<file path="config.mk">
export PLATFORM = sky130hd
export DESIGN_NAME = pll_divider_config
export DESIGN_NICKNAME = d
export VERILOG_FILES = /design/src/logic/edge_sync2.v /design/src/logic/divide_counter.v /design/src/logic/pll_divider_config.v
export VERILOG_INCLUDE_DIRS = /design/src /design/src/logic
export SDC_FILE = /design/constraint.sdc
export NUM_CORES = 1
export LEC_CHECK = 0
export BUFFER_PORTS_ARGS = -buffer_cell sky130_fd_sc_hd__buf_2
export CORE_MARGIN = 3
export CORE_UTILIZATION = 40
export CTS_CLUSTER_DIAMETER = 100
export DETAILED_ROUTE_END_ITERATION = 6
export SLEW_MARGIN = 40
export SYNTH_ARGS = -nofsm -noshare
export SYNTH_HDL_FRONTEND = slang
export SYNTH_SLANG_ARGS = --single-unit
export TNS_END_PERCENT = 5
</file>
<file path="constraint.sdc">
create_clock -name clock_i -period 4.6 [get_ports clock_i]
set_clock_uncertainty 0.2 [all_clocks]
set_input_delay 0.46 -clock clock_i [delete_from_list [all_inputs] [get_ports clock_i]]
set_output_delay 0.46 -clock clock_i [all_outputs]
set_load 0.03 [all_outputs]
</file>
<file path="src/logic/pll_divider_regs.vh">
// register indices, field positions, reset values and widths of the pll divider bank
`ifndef PLL_DIVIDER_REGS_VH
`define PLL_DIVIDER_REGS_VH

// register indices; byte address is four times the index
`define PLL_IDX_REF_LOW 10'h011
`define PLL_IDX_REF_HIGH 10'h012
`define PLL_IDX_SWALLOW 10'h013
`define PLL_IDX_MAIN_LOW 10'h014
`define PLL_IDX_MAIN_HIGH 10'h015
`define PLL_IDX_CONTROL 10'h016
`define PLL_IDX_STATUS 10'h018

// reset values
`define PLL_RST_REF_LOW 8'h01
`define PLL_RST_REF_HIGH 6'h00
`define PLL_RST_SWALLOW 6'h00
`define PLL_RST_MAIN_LOW 8'h03
`define PLL_RST_MAIN_HIGH 5'h00
`define PLL_RST_CONTROL 8'h06

// field widths
`define PLL_REF_HIGH_W 6
`define PLL_SWALLOW_W 6
`define PLL_MAIN_HIGH_W 5
`define PLL_REF_W 14
`define PLL_MAIN_W 13

// control register bit positions
`define PLL_CTL_CP_MID 7
`define PLL_CTL_REF_RST 6
`define PLL_CTL_FB_RST 5
`define PLL_CTL_ALL_RST 4
`define PLL_CTL_BYPASS 3
`define PLL_CTL_PRESC_HI 2
`define PLL_CTL_PRESC_LO 0

// prescaler selections that are fixed divide
`define PLL_PRESC_FD1 3'h0
`define PLL_PRESC_FD2 3'h1
`define PLL_PRESC_FD3 3'h7

// status register bit positions
`define PLL_ST_REF_RUN 0
`define PLL_ST_FB_RUN 1
`define PLL_ST_MODULUS 2
`define PLL_ST_FIXED 3
`define PLL_ST_BYPASS_BAD 4

`endif

</file>
<file path="src/logic/edge_sync2.v">
// two-flop synchroniser for pin inputs
module edge_sync2 #(
   parameter WIDTH = 1
) (
   input wire clock_i,
   input wire reset_i,
   input wire [WIDTH-1:0] async_i,
   output wire [WIDTH-1:0] sync_o
);

   reg [WIDTH-1:0] meta_q;
   reg [WIDTH-1:0] sync_q;

   // first stage feeds only the second
   always @(posedge clock_i or posedge reset_i) begin
      if (reset_i) begin
         meta_q <= {WIDTH{1'b0}};
         sync_q <= {WIDTH{1'b0}};
      end else begin
         meta_q <= async_i;
         sync_q <= meta_q;
      end
   end

   assign sync_o = sync_q;

endmodule // edge_sync2

</file>
<file path="src/logic/divide_counter.v">
// loadable divide-by-n counter with hold, counts input strobes
module divide_counter #(
   parameter WIDTH = 14
) (
   input wire clock_i,
   input wire reset_i,
   input wire hold_i,
   input wire strobe_i,
   input wire [WIDTH-1:0] divide_i,
   output wire wrap_o,
   output wire [WIDTH-1:0] count_o
);

   reg [WIDTH-1:0] count_q;
   wire last;

   // zero and one both divide by one
   assign last = (divide_i <= {{(WIDTH-1){1'b0}}, 1'b1}) ||
                 (count_q >= divide_i - {{(WIDTH-1){1'b0}}, 1'b1});
   assign wrap_o = strobe_i & ~hold_i & last;
   assign count_o = count_q;

   // counter held at zero while hold is high
   always @(posedge clock_i or posedge reset_i) begin
      if (reset_i) begin
         count_q <= {WIDTH{1'b0}};
      end else if (hold_i) begin
         count_q <= {WIDTH{1'b0}};
      end else if (strobe_i) begin
         if (last) begin
            count_q <= {WIDTH{1'b0}};
         end else begin
            count_q <= count_q + {{(WIDTH-1){1'b0}}, 1'b1};
         end
      end
   end

endmodule // divide_counter

</file>
<file path="src/logic/pll_divider_config.v">
// pll reference and feedback divider configuration bank with apb slave
`include "pll_divider_regs.vh"

module pll_divider_config #(
   parameter ADDR_W = 12
) (
   input wire clock_i,
   input wire reset_i,
   // apb slave
   input wire psel_i,
   input wire penable_i,
   input wire pwrite_i,
   input wire [ADDR_W-1:0] paddr_i,
   input wire [31:0] pwdata_i,
   input wire [3:0] pstrb_i,
   output wire [31:0] prdata_o,
   output wire pready_o,
   output wire pslverr_o,
   // pins from the analog side
   input wire ref_pin_i,
   input wire prescaler_pin_i,
   // divider outputs
   output wire ref_div_o,
   output wire fb_div_o,
   output wire modulus_o,
   output wire charge_pump_mid_o,
   output wire ref_hold_o,
   output wire fb_hold_o
);

   // register storage
   reg [7:0] ref_low_q;
   reg [`PLL_REF_HIGH_W-1:0] ref_high_q;
   reg [`PLL_SWALLOW_W-1:0] swallow_q;
   reg [7:0] main_low_q;
   reg [`PLL_MAIN_HIGH_W-1:0] main_high_q;
   reg [7:0] control_q;
   reg [31:0] prdata_q;
   reg ref_hold_q;
   reg fb_hold_q;

   // divider state
   reg [`PLL_SWALLOW_W-1:0] swallow_cnt_q;
   reg [`PLL_SWALLOW_W-1:0] swallow_cnt_d;
   reg modulus_q;
   reg modulus_d;
   reg ref_div_q;
   reg fb_div_q;
   reg ref_run_q;
   reg fb_run_q;
   reg ref_prev_q;
   reg presc_prev_q;

   // bus decode
   wire [9:0] index;
   wire setup;
   wire access;
   wire write_en;
   wire hit;
   reg [31:0] read_word;
   reg read_hit;

   // divider wiring
   wire [1:0] pin_sync;
   wire ref_sync;
   wire presc_sync;
   wire ref_edge;
   wire presc_edge;
   wire [`PLL_REF_W-1:0] ref_divide;
   wire [`PLL_MAIN_W-1:0] main_value;
   wire [`PLL_MAIN_W-1:0] main_divide;
   wire [2:0] presc_sel;
   wire fixed_divide_mode;
   wire bypass;
   wire ref_hold;
   wire fb_hold;
   wire ref_wrap;
   wire main_wrap;
   wire [`PLL_REF_W-1:0] ref_count;
   wire [`PLL_MAIN_W-1:0] main_count;
   wire [7:0] status_word;
   wire bypass_misuse;
   wire ref_run_d;
   wire fb_run_d;

   // apb phases; registers answer with no wait state
   assign index = paddr_i[11:2];
   assign setup = psel_i & ~penable_i;
   assign access = psel_i & penable_i;
   assign write_en = access & pwrite_i & pstrb_i[0];
   assign hit = read_hit;
   assign pready_o = 1'b1;
   assign pslverr_o = access & ~hit;
   assign prdata_o = prdata_q;

   // fields assembled from the stored bytes
   assign ref_divide = {ref_high_q, ref_low_q};
   assign main_value = {main_high_q, main_low_q};
   assign presc_sel = control_q[`PLL_CTL_PRESC_HI:`PLL_CTL_PRESC_LO];
   assign fixed_divide_mode = (presc_sel == `PLL_PRESC_FD1) ||
                              (presc_sel == `PLL_PRESC_FD2) ||
                              (presc_sel == `PLL_PRESC_FD3);
   assign bypass = control_q[`PLL_CTL_BYPASS];
   assign main_divide = bypass ? {{(`PLL_MAIN_W-1){1'b0}}, 1'b1} : main_value;

   // counter holds, registered copies of the control hold bits
   assign ref_hold = ref_hold_q;
   assign fb_hold = fb_hold_q;

   // bypass while the prescaler is dual modulus is a software fault
   assign bypass_misuse = bypass & ~fixed_divide_mode;

   // status seen by software
   assign status_word = {3'h0,
                         bypass_misuse,
                         fixed_divide_mode,
                         modulus_q,
                         fb_run_q,
                         ref_run_q};

   // read mux, narrow fields zero-extended
   always @* begin
      read_word = 32'h00000000;
      read_hit = 1'b1;
      if (index == `PLL_IDX_REF_LOW) begin
         read_word = {24'h000000, ref_low_q};
      end else if (index == `PLL_IDX_REF_HIGH) begin
         read_word = {26'h0, ref_high_q};
      end else if (index == `PLL_IDX_SWALLOW) begin
         read_word = {26'h0, swallow_q};
      end else if (index == `PLL_IDX_MAIN_LOW) begin
         read_word = {24'h000000, main_low_q};
      end else if (index == `PLL_IDX_MAIN_HIGH) begin
         read_word = {27'h0, main_high_q};
      end else if (index == `PLL_IDX_CONTROL) begin
         read_word = {24'h000000, control_q};
      end else if (index == `PLL_IDX_STATUS) begin
         read_word = {24'h000000, status_word};
      end else begin
         read_hit = 1'b0;
      end
   end

   // read data captured in the setup phase, from a flop
   // so that it stands steady through the access cycle
   always @(posedge clock_i or posedge reset_i) begin
      if (reset_i) begin
         prdata_q <= 32'h00000000;
      end else if (setup & ~pwrite_i) begin
         prdata_q <= read_word;
      end
   end

   // register writes on the access edge
   always @(posedge clock_i or posedge reset_i) begin
      if (reset_i) begin
         ref_low_q <= `PLL_RST_REF_LOW;
         ref_high_q <= `PLL_RST_REF_HIGH;
         swallow_q <= `PLL_RST_SWALLOW;
         main_low_q <= `PLL_RST_MAIN_LOW;
         main_high_q <= `PLL_RST_MAIN_HIGH;
         control_q <= `PLL_RST_CONTROL;
         ref_hold_q <= 1'b0;
         fb_hold_q <= 1'b0;
      end else if (write_en) begin
         if (index == `PLL_IDX_REF_LOW) begin
            ref_low_q <= pwdata_i[7:0];
         end else if (index == `PLL_IDX_REF_HIGH) begin
            ref_high_q <= pwdata_i[`PLL_REF_HIGH_W-1:0];
         end else if (index == `PLL_IDX_SWALLOW) begin
            swallow_q <= pwdata_i[`PLL_SWALLOW_W-1:0];
         end else if (index == `PLL_IDX_MAIN_LOW) begin
            main_low_q <= pwdata_i[7:0];
         end else if (index == `PLL_IDX_MAIN_HIGH) begin
            main_high_q <= pwdata_i[`PLL_MAIN_HIGH_W-1:0];
         end else if (index == `PLL_IDX_CONTROL) begin
            control_q <= pwdata_i[7:0];
            ref_hold_q <= pwdata_i[`PLL_CTL_REF_RST] | pwdata_i[`PLL_CTL_ALL_RST];
            fb_hold_q <= pwdata_i[`PLL_CTL_FB_RST] | pwdata_i[`PLL_CTL_ALL_RST];
         end
      end
   end

   // pins pass two flops before use
   edge_sync2 #(
      .WIDTH(2)
   ) u_pin_sync (
      .clock_i(clock_i),
      .reset_i(reset_i),
      .async_i({prescaler_pin_i, ref_pin_i}),
      .sync_o(pin_sync)
   );

   // bit 0 reference pin, bit 1 prescaler pin
   assign ref_sync = pin_sync[0];
   assign presc_sync = pin_sync[1];

   // rising edge detect on the synchronised pins
   always @(posedge clock_i or posedge reset_i) begin
      if (reset_i) begin
         ref_prev_q <= 1'b0;
         presc_prev_q <= 1'b0;
      end else begin
         ref_prev_q <= ref_sync;
         presc_prev_q <= presc_sync;
      end
   end

   // one-cycle strobe per rising pin edge
   assign ref_edge = ref_sync & ~ref_prev_q;
   assign presc_edge = presc_sync & ~presc_prev_q;

   // reference divider counter
   divide_counter #(
      .WIDTH(`PLL_REF_W)
   ) u_ref_counter (
      .clock_i(clock_i),
      .reset_i(reset_i),
      .hold_i(ref_hold),
      .strobe_i(ref_edge),
      .divide_i(ref_divide),
      .wrap_o(ref_wrap),
      .count_o(ref_count)
   );

   // main counter of the feedback divider
   divide_counter #(
      .WIDTH(`PLL_MAIN_W)
   ) u_main_counter (
      .clock_i(clock_i),
      .reset_i(reset_i),
      .hold_i(fb_hold),
      .strobe_i(presc_edge),
      .divide_i(main_divide),
      .wrap_o(main_wrap),
      .count_o(main_count)
   );

   // swallow count and modulus select for dual modulus prescaling
   always @* begin
      swallow_cnt_d = swallow_cnt_q;
      modulus_d = 1'b0;
      if (fb_hold) begin
         swallow_cnt_d = {`PLL_SWALLOW_W{1'b0}};
      end else if (presc_edge) begin
         if (main_wrap) begin
            swallow_cnt_d = {`PLL_SWALLOW_W{1'b0}};
         end else if (swallow_cnt_q != swallow_q) begin
            swallow_cnt_d = swallow_cnt_q + {{(`PLL_SWALLOW_W-1){1'b0}}, 1'b1};
         end
      end
      // no swallowing in fixed divide or bypass
      if (~fb_hold && ~fixed_divide_mode && ~bypass) begin
         modulus_d = (swallow_cnt_d < swallow_q);
      end
   end

   // a counter runs when released and has moved off zero or is wrapping
   assign ref_run_d = ~ref_hold & ((ref_count != {`PLL_REF_W{1'b0}}) | ref_wrap);
   assign fb_run_d = ~fb_hold & ((main_count != {`PLL_MAIN_W{1'b0}}) | main_wrap);

   // divider state and output pulses
   always @(posedge clock_i or posedge reset_i) begin
      if (reset_i) begin
         swallow_cnt_q <= {`PLL_SWALLOW_W{1'b0}};
         modulus_q <= 1'b0;
         ref_div_q <= 1'b0;
         fb_div_q <= 1'b0;
         ref_run_q <= 1'b0;
         fb_run_q <= 1'b0;
      end else begin
         swallow_cnt_q <= swallow_cnt_d;
         modulus_q <= modulus_d;
         ref_div_q <= ref_wrap;
         fb_div_q <= main_wrap;
         ref_run_q <= ref_run_d;
         fb_run_q <= fb_run_d;
      end
   end

   // outputs toward the analog pll
   assign ref_div_o = ref_div_q;
   assign fb_div_o = fb_div_q;
   assign modulus_o = modulus_q;
   assign charge_pump_mid_o = control_q[`PLL_CTL_CP_MID];
   assign ref_hold_o = ref_hold;
   assign fb_hold_o = fb_hold;

endmodule // pll_divider_config

</file>
-- Yosys cells after proc, flatten, opt, wreduce, memory -nomap -nowiden
Index checks and enable logic that the tools add are counted.
- bits in registers: 119
- word-level logic and storage cells: 117
- $add $sub $neg: 5
- $lt $le $gt $ge: 5
- equality and inequality tests: 10
- mux-type cells: 26
- bitwise operators: 33
- reductions and logical operators: 17
- operators with widths (kind ; count):
    $eq A10 B5 Y1 const B ; 7
    $mux W13 ; 4
    $mux W8 ; 6
    $mux W14 ; 3
    $mux W6 ; 4
    $and A1 B1 Y1 ; 15
    $add A14 B1 Y14 const B ; 1
    $ge A14 B14 Y1 ; 1
    $le A14 B1 Y1 const B ; 1
    $not A1 Y1 ; 14
    $reduce_bool A14 Y1 ; 1
    $sub A14 B1 Y14 const B ; 1
    $add A13 B1 Y13 const B ; 1
    $ge A13 B13 Y1 ; 1
    $le A13 B1 Y1 const B ; 1
    $reduce_bool A13 Y1 ; 1
    $sub A13 B1 Y13 const B ; 1
    $mux W1 ; 8
    $reduce_and A7 Y1 ; 1
    $add A6 B1 Y6 const B ; 1
    $lt A6 B6 Y1 ; 1
    $ne A6 B6 Y1 ; 1
    $reduce_and A6 Y1 ; 1
    $mux W5 ; 1
    other kinds (11) ; 19

-- Logic depth before layout (Yosys ltp)
Gate-level depths: netlist of the first run.
- depth after elaboration: 12
- depth in mapped cells: 22

-- Cells and area by module
A second synthesis of the first run with hierarchy kept.
- cells, all modules: 651
- area total of the unflattened synthesis: 6276.0 um2
- modules (own cells, without submodules) (module ; instances ; cells an instance ; area an instance (um2) ; sequential area each (um2)):
    pll_divider_config ; 1 ; 356 ; 3634.7 ; 1607.8
    divide_counter at u_ref_counter ; 1 ; 152 ; 1312.5 ; 350.3
    divide_counter at u_main_counter ; 1 ; 138 ; 1224.9 ; 325.3
    edge_sync2 ; 1 ; 5 ; 103.8 ; 100.1

-- Worst setup path before layout of the first run
OpenSTA, ideal clock, no wires.
- path type: reg-to-reg
- start: register control_q[3]
- end: register modulus_q, in the netlist modulus_o
- library setup time: 0.083 ns
- arrival time: 4.235 ns
- slack: 0.082 ns
- stages on the path, launching flop included: 22
- cells stage by stage: dfrtp_1 clkbuf_1 clkbuf_1 nor2_1 ha_1 o21ai_0 or2_2 nor3_1 o32a_1 ha_1 a21oi_1 o21ai_0 a21oi_1 o211ai_1 or4_1 o21ai_0 ha_1 a21oi_1 nor2b_1 o21ai_0 nand4b_1 o21ai_0
- longest elaborated chain between the ends: 10
- elaborated cells between the ends (all ways): 13
- RTL lines (element ; RTL line ; text):
    start: declaration ; pll_divider_config.v:37 ; reg [7:0] control_q;
    start signal: assignment ; pll_divider_config.v:162 ; control_q <= `PLL_RST_CONTROL;
    start signal: assignment ; pll_divider_config.v:177 ; control_q <= pwdata_i[7:0];
    $mux W13 (*) ; pll_divider_config.v:104 ; assign main_divide = bypass ? {{(`PLL_MAIN_W-1){1'b0}}, 1'b1} : main_value;
    $sub A13 B1 Y13 ; divide_counter.v:19 ; (count_q >= divide_i - {{(WIDTH-1){1'b0}}, 1'b1});
    $ge A13 B13 Y1 ; divide_counter.v:19 ;
    $logic_or A1 B1 Y1 (*) ; divide_counter.v:18 ; assign last = (divide_i <= {{(WIDTH-1){1'b0}}, 1'b1}) ||
    $and A1 B1 Y1 (*) ; divide_counter.v:20 ; assign wrap_o = strobe_i & ~hold_i & last;
    $mux W6 (*) ; pll_divider_config.v:246 ; if (main_wrap) begin
    $mux W6 (*) ; pll_divider_config.v:245 ; end else if (presc_edge) begin
    $mux W6 (*) ; pll_divider_config.v:243 ; if (fb_hold) begin
    via swallow_cnt_d[3] ; pll_divider_config.v:44 ; reg [`PLL_SWALLOW_W-1:0] swallow_cnt_d;
    $lt A6 B6 Y1 (*) ; pll_divider_config.v:254 ; modulus_d = (swallow_cnt_d < swallow_q);
    $mux W1 (*) ; pll_divider_config.v:253 ; if (~fb_hold && ~fixed_divide_mode && ~bypass) begin
    via modulus_d ; pll_divider_config.v:46 ; reg modulus_d;
    end signal: assignment ; pll_divider_config.v:273 ; modulus_q <= modulus_d;
    end: declaration ; pll_divider_config.v:45 ; reg modulus_q;
The timed path passes the listed nets; every way through them passes the cells marked *.
A chain may end at the register's enable or synchronous reset.

-- Final worst setup path of the first run
- start: register main_low_q[0]
- end: register modulus_q, in the netlist modulus_o
- longest elaborated chain between the ends: 10
- elaborated cells between the ends (all ways): 11
- RTL lines (element ; RTL line ; text):
    start: declaration ; pll_divider_config.v:35 ; reg [7:0] main_low_q;
    start signal: assignment ; pll_divider_config.v:160 ; main_low_q <= `PLL_RST_MAIN_LOW;
    start signal: assignment ; pll_divider_config.v:173 ; main_low_q <= pwdata_i[7:0];
    $mux W13 (*) ; pll_divider_config.v:104 ;
    $sub A13 B1 Y13 ; divide_counter.v:19 ;
    $ge A13 B13 Y1 ; divide_counter.v:19 ;
    $logic_or A1 B1 Y1 (*) ; divide_counter.v:18 ;
    $and A1 B1 Y1 (*) ; divide_counter.v:20 ;
    $mux W6 (*) ; pll_divider_config.v:246 ;
    $mux W6 (*) ; pll_divider_config.v:245 ;
    $mux W6 (*) ; pll_divider_config.v:243 ;
    via swallow_cnt_d[2] ; pll_divider_config.v:44 ;
    $lt A6 B6 Y1 (*) ; pll_divider_config.v:254 ;
    $mux W1 (*) ; pll_divider_config.v:253 ;
    via modulus_d ; pll_divider_config.v:46 ;
Marked as above.

==> results of run 1 <==
cell families after synthesis:
kind of cell | count (synthesis) | share of synthesized area
and+or+nand+nor | 256 | 0.212
muxes | 42 | 0.0732
other | 2 | 0.00118
xor gates and xnor gates | 27 | 0.0371
DFF | 95 | 0.374
adders and majority gates | 41 | 0.0805
buffers and inverters | 77 | 0.0646
AOI/OAI and AO/OA | 157 | 0.157
layer usage:
metal / up-vias / track usage / part of all wire
met4: 0 / 0.0745 / 0.023
li1: 2612 / - / -
met5: - / 0 / 0
met2: 150 / 0.288 / 0.45
met3: 37 / 0.0267 / 0.051
met1: 2632 / 0.273 / 0.48
synthesized netlist by cell type (3+ instances only):
cell       count
a2111oi_0      7
a211oi_1       3
a21o_1        15
a21oi_1       30
a221oi_1       4
a22o_1         3
a22oi_1        3
a31oi_1       15
and2_1         3
and3_1         5
buf_4         25
clkbuf_1      19
dfrtp_1       90
dfstp_2        5
ha_1          41
inv_1         28
mux2_2        37
mux2i_1        5
nand2_1       62
nand2b_1      11
nand3_1       25
nand4_1       13
nor2_1        51
nor2b_1        9
nor3_1        16
nor4_1        19
o211ai_1       3
o21ai_0       48
o22ai_1        5
o31ai_1        3
or2_2          7
or3_1          5
or4_1         13
xnor2_1       20
xor2_1         7
layout make-up:
class                           count  area [sq um]  share of cell area
Sequential cell                    95          2380               0.334
Clock buffer                       11           233              0.0326
Multi-Input combinational cell    548          3710               0.519
Timing Repair Buffer               64           385              0.0539
Tap cell                          211           264              0.0370
Inverter                           28           110              0.0154
Clock inverter                      5          58.8             0.00823
worst max-delay path, stage by stage, from the launching register on:
cell      delay [ns]
dfstp_2         0.37
or4_4           0.54
or4_4           0.43
or3_4           0.34
a21o_1          0.17
ha_1            0.27
nand2_1         0.09
o21ai_0         0.08
a21oi_1         0.18
o211ai_1        0.20
buf_4           0.19
or4_1           0.48
o21ai_2         0.10
ha_2            0.18
a21oi_1         0.06
nor2b_1         0.13
o21ai_2         0.07
o211ai_1        0.09
o21ai_1         0.08
sequential cells by signal, summed over array words and instances, names as in the netlist, 2 cells and up:
name / cells
main_low_q: 8
control_q: 8
u_ref_counter.count_o: 14
prdata_o: 8
u_main_counter.count_o: 13
swallow_q: 6
ref_high_q: 6
swallow_cnt_q: 6
u_pin_sync.sync_o: 2
ref_low_q: 8
main_high_q: 5
u_pin_sync.meta_q: 2
through the flow:
stage / TNS (ns) / setup slack [ns] / hold WS (ns) / instance area, sq um
finish: 0 / 0.224 / -0.00826 / 7140
CTS: 0 / 0.00405 / 0.112 / 7080
global placement: 0 / 0.0502 / 0.136 / 6770
global route: 0 / 0.00766 / 0.0461 / 7140
floorplan: 0 / 0.0824 / 0.131 / 6460
detailed placement: -0.0500 / -0.0500 / 0.136 / 6770
how the worst max path moves through the flow:
stage	end	slack, ns	cells past startpoint
3_5_place_dp	modulus_o	-0.05	17
3_3_place_gp	modulus_o	0.05	17
4_1_cts	modulus_o	0.004	17
5_1_grt	modulus_o	0.008	18
6_report	modulus_o	0.22	18
2_1_floorplan	modulus_o	0.08	21
power groups by stage:
stage	clock network, mW	logic [mW]	registers, mW
after global routing	0.809	0.383	0.909
after global placement	0	0.326	0.919
after floorplan	0	0.237	0.930
final	0.760	0.346	0.904
after detailed placement	0	0.336	0.921
after CTS	0.779	0.341	0.904
what timing repair did:
item,in CTS,in global routing
pin swaps,2,8
gates resized for setup,2,17
setup endpoints to repair,1,1
hold endpoints to repair,2,0
hold buffers,2,0
setup buffers,0,2
==> results.json, run 1 <==
{
  "outcome": "finished, violations left",
  "failed_checks": "negative hold slack",
  "area_growth_pct": 12.1,
  "layout_commonest_cell": "dfrtp_1",
  "finish.net_count": 842,
  "fill_cells": 1482,
  "vias": 5431,
  "slew_headroom": 0.556,
  "r2r-start": "main_low_q[0]",
  "cp.arrival_ns": 4.40,
  "hpwlAfterDp_um": 12400,
  "yosysSeqAreaShare": 0.374,
  "sw_frac_of_total": 0.302,
  "layout_common_cells": "dfrtp_1 (89), nand2_1 (62), nor2_1 (50), o21ai_0 (41), buf_2 (40)",
  "yosys-top-cells-area": "dfrtp_1 (35%), ha_1 (8.1%), mux2_2 (6.5%)",
  "p_int_mw": 1.40,
  "drive_above_1_share": 0.200,
  "die_w_um": 132,
  "critPathKind": "register to register",
  "seqPwrFrac": 0.450,
  "post_drt_via_cell_ratio": 5.65,
  "grt_usage": 0.189,
  "hold_path_class": "input pin to asynchronous set/reset pin",
  "async_reset_ff_frac": 1.00,
  "yosysUniqueCellTypes": 67,
  "dieArea_sq_um": 17500,
  "netSwitchingPower_mw": 0.608,
  "endpoint_kind": "register",
  "slew_violations": 0,
  "cts_buffers": 9,
  "clk_latency_ns": 0.35,
  "pin_count": 95,
  "stdcell_count": 962,
  "grt_pass1_vias": 5118,
  "period_share": 0.951,
  "required_ns": 4.63,
  "syn_area_per_cell_sq_um": 9.14,
  "cts_sinks": 95,
  "cts_buffer_depth": 2,
  "synth-edff-count": 0,
  "postRouteAntennaNets": 0,
  "p_per_area_nw_per_um2": 281,
  "routed_wirelength_um": 16800,
  "ff2ff_setup_slack_ns": 0.22,
  "crit_path_max_fanout": 4,
  "placementRows": 45,
  "fin_crit_ns": 4.38,
  "p_comb_frac": 0.172,
  "max_freq_mhz": 229,
  "core_sq_um": 15400,
  "gp_congestion": 0.876,
  "grt_max_degree": 67,
  "clk_pin_slew_ns": 0.07,
  "cap_violations": 0,
  "syn_inst": 697,
  "crit_path_start_kind": "register",
  "syn-cell-area_sq_um": 6370,
  "dp_cells": 942,
  "drc": 0,
  "antenna_found_initial": 0,
  "firstDrtPassIters": 7,
  "utilization": 0.465,
  "synthFlopType": "dfrtp_1",
  "cts-root-buf": "clkbuf_16",
  "port_buffers": 40,
  "initial_core_util": 0.415,
  "synth_top_area_cell": "dfrtp_1",
  "synth_top_area_share": 0.353,
  "cts_tree": "done",
  "synth-seq-cells": 95,
  "ys_warn_count": 0,
  "rsz0062_at_grt": "no",
  "totalPowerFinal_mw": 2.01,
  "ir_drop_v": 0.000178,
  "wl_per_cell_um": 17.5,
  "power_frac_clock": 0.378,
  "hold_violations": 2,
  "grt_overflow": 0,
  "finalSetupViolCount": 0,
  "num_antenna_cells": 0,
  "htreeDepth": 3,
  "tightestPinTransition_ns": 0.659,
  "leakagePower_nw": 3.29,
  "die_y_um": 132,
  "grt_pass1_wl_um": 26800,
  "reg2reg_to": "modulus_o",
  "r2r_cells": 18,
  "holdWs_ns": -0.00826,
  "drt_iter0_markers": 372,
  "cp-startpoint": "main_low_q[0]"
}
Note: power is estimated with default switching activity, not from simulation.
==> inputs of run 2 (changes only) <==
Settings changed: CORE_ASPECT_RATIO from default to 0.7, CTS_CLUSTER_SIZE from default to 12.
==> run 2 against run 1 <==
  * Cell count fell by 1.2%
  * Total power is 0.50% higher
  * Via count increased by 2.1%
  * Register-to-register slack got worse by 0.03 ns
  * Clock power rose by 2%
  * Sequential share of layout area is 0.12 points lower
  * Largest cell class unchanged
  * Utilization up 0.88 points
  * Maximum frequency is 0.68% lower
  * Wire length increased by 3.1%
  * Cell area is 0.35% higher
  * The flow still finishes with violations (negative hold slack)
  * Non-clock buffer count rose by 4
  * Hold slack improved by 0.0016 ns
==> results.json, run 2 (synthesized netlist as in run 1, its figures left out) <==
{
  "holdWs_ns": -0.00662,
  "slew_violations": 0,
  "cp.arrival_ns": 4.43,
  "final_cell_area_sq_um": 7170,
  "cts_buffers": 9,
  "htreeDepth": 3,
  "required_ns": 4.62,
  "num_antenna_cells": 0,
  "cp_cell_sequence": "or4_4 -> or4_4 -> or3_4 -> a21o_1 -> ha_1 -> nand2_1 -> o21ai_0 -> a21oi_1 -> o211ai_1 -> buf_4 -> or4_4 -> o21ai_2 -> ha_2 -> a21oi_2 -> nor2b_1 -> o21ai_1 -> o211ai_1 -> o21ai_1",
  "slew_headroom": 0.572,
  "cts-root-buf": "clkbuf_16",
  "use_met1": 0.308,
  "max_freq_mhz": 227,
  "fin_crit_ns": 4.41,
  "grt_max_degree": 68,
  "grt_overflow": 0,
  "grt_pass1_wl_um": 27800,
  "gr-usage-met2": 0.283,
  "drc": 0,
  "grt-busiest-layer": "met1",
  "area_growth_pct": 12.5,
  "hpwlAfterDp_um": 13000,
  "routed_wirelength_um": 17300,
  "period_share": 0.958,
  "utilization": 0.474,
  "ff2ff_setup_slack_ns": 0.19,
  "placementRows": 37,
  "worst_slack_ns": 0.194,
  "tightestPinTransition_ns": 0.637,
  "fin_tns_setup_ns": 0,
  "grt_usage": 0.197,
  "endpoint_kind": "register",
  "stdcell_count": 950,
  "die_w_um": 157,
  "slowest_delay_ns": 0.54,
  "drt_iter0_markers": 498,
  "wl_per_cell_um": 18.2,
  "crit_slowest_cell": "or4_4",
  "drive_above_1_share": 0.209,
  "largest_reg_flops": 14,
  "crit_path_max_fanout": 4,
  "post_drt_via_cell_ratio": 5.83,
  "leakagePower_nw": 3.32,
  "die_y_um": 112,
  "crit_path_start_kind": "register",
  "pin_count": 95,
  "totalPowerFinal_mw": 2.02,
  "core_sq_um": 15100,
  "firstDrtPassIters": 5,
  "grt_pass1_vias": 5314,
  "placed_area_sq_um": 6780,
  "pre_cts_ws_ns": -0.154,
  "cts_buffer_depth": 2,
  "finalSetupViolCount": 0,
  "clk_latency_ns": 0.35,
  "antenna_found_initial": 0,
  "ir_drop_v": 0.000167,
  "failed_checks": "negative hold slack",
  "clk_pin_slew_ns": 0.08,
  "gp_congestion": 0.925,
  "grtUsageMet3": 0.0295,
  "postRouteAntennaNets": 0,
  "r2r-start": "main_low_q[1]",
  "cp_common_cell": "or4_4",
  "cts_tree": "done",
  "r2r_cells": 18,
  "cap_violations": 0,
  "dieArea_sq_um": 17500,
  "finish.net_count": 846,
  "p_per_area_nw_per_um2": 282,
  "layout_common_cells": "dfrtp_1 (89), nand2_1 (62), nor2_1 (50), o21ai_0 (41), buf_2 (40)",
  "fill_cells": 1416,
  "cts_sinks": 95,
  "dp_cells": 930,
  "initial_core_util": 0.421,
  "reg2reg_to": "modulus_o",
  "rsz0062_at_grt": "no",
  "layout_commonest_cell": "dfrtp_1",
  "outcome": "finished, violations left",
  "cpLargestDelayFamily": "simple AND/OR/NAND/NOR gates",
  "holdBufCountCts": 0,
  "vias": 5543,
  "port_buffers": 40,
  "hold_path_class": "input pin to asynchronous set/reset pin",
  "critPathBufInv": 1,
  "hold_violations": 2,
  "critPathKind": "register to register"
}
==> run 2: changes by cell type in the layout (fill, tap and decap cells not counted), moves of 2 or more <==
cell	before	now
a21oi_1	30	28
a21oi_2	0	2
dlygate4sd3_1	2	0
buf_4	22	28
==> run 2: final cells by class <==
| cell class | instances | area (sq um) | share of cell area |
|---|---|---|---|
| Multi-Input combinational cell | 548 | 3720 | 0.519 |
| Timing Repair Buffer | 68 | 410 | 0.0572 |
| Sequential cell | 95 | 2380 | 0.333 |
| Clock buffer | 10 | 229 | 0.0319 |
| Inverter | 28 | 110 | 0.0154 |
| Tap cell | 195 | 244 | 0.0340 |
| Clock inverter | 6 | 68.8 | 0.00960 |
==> run 2: worst max-delay path by stage <==
stage,start,end,slack [ns],cells past startpoint
floorplan,control_q[3],modulus_o,0.08,21
global placement,main_low_q[1],modulus_o,-0.05,17
detailed placement,main_low_q[1],modulus_o,-0.15,17
CTS,main_low_q[1],modulus_o,0.001,17
global route,main_low_q[1],modulus_o,0.004,18
finish,main_low_q[1],modulus_o,0.19,18
==> run 2: power breakdown <==
group	internal, mW	switching (mW)	total, mW	leakage [nW]
Clock	0.425	0.350	0.775	0.143
Combinational	0.110	0.228	0.338	1.93
Sequential	0.868	0.0388	0.907	1.24
==> run 2: per-layer routing <==
metal,vias to the layer above,wire (um)
met2,187,7190
met5,-,0
met4,0,227
met1,2724,8900
li1,2614,-
met3,18,1010
==> run 2: repair_timing <==
action	in CTS	in global routing
endpoints found under the setup margin	1	1
setup buffers	2	2
gates resized for setup	2	19
pin swaps	2	11
endpoints found under the hold margin	0	0
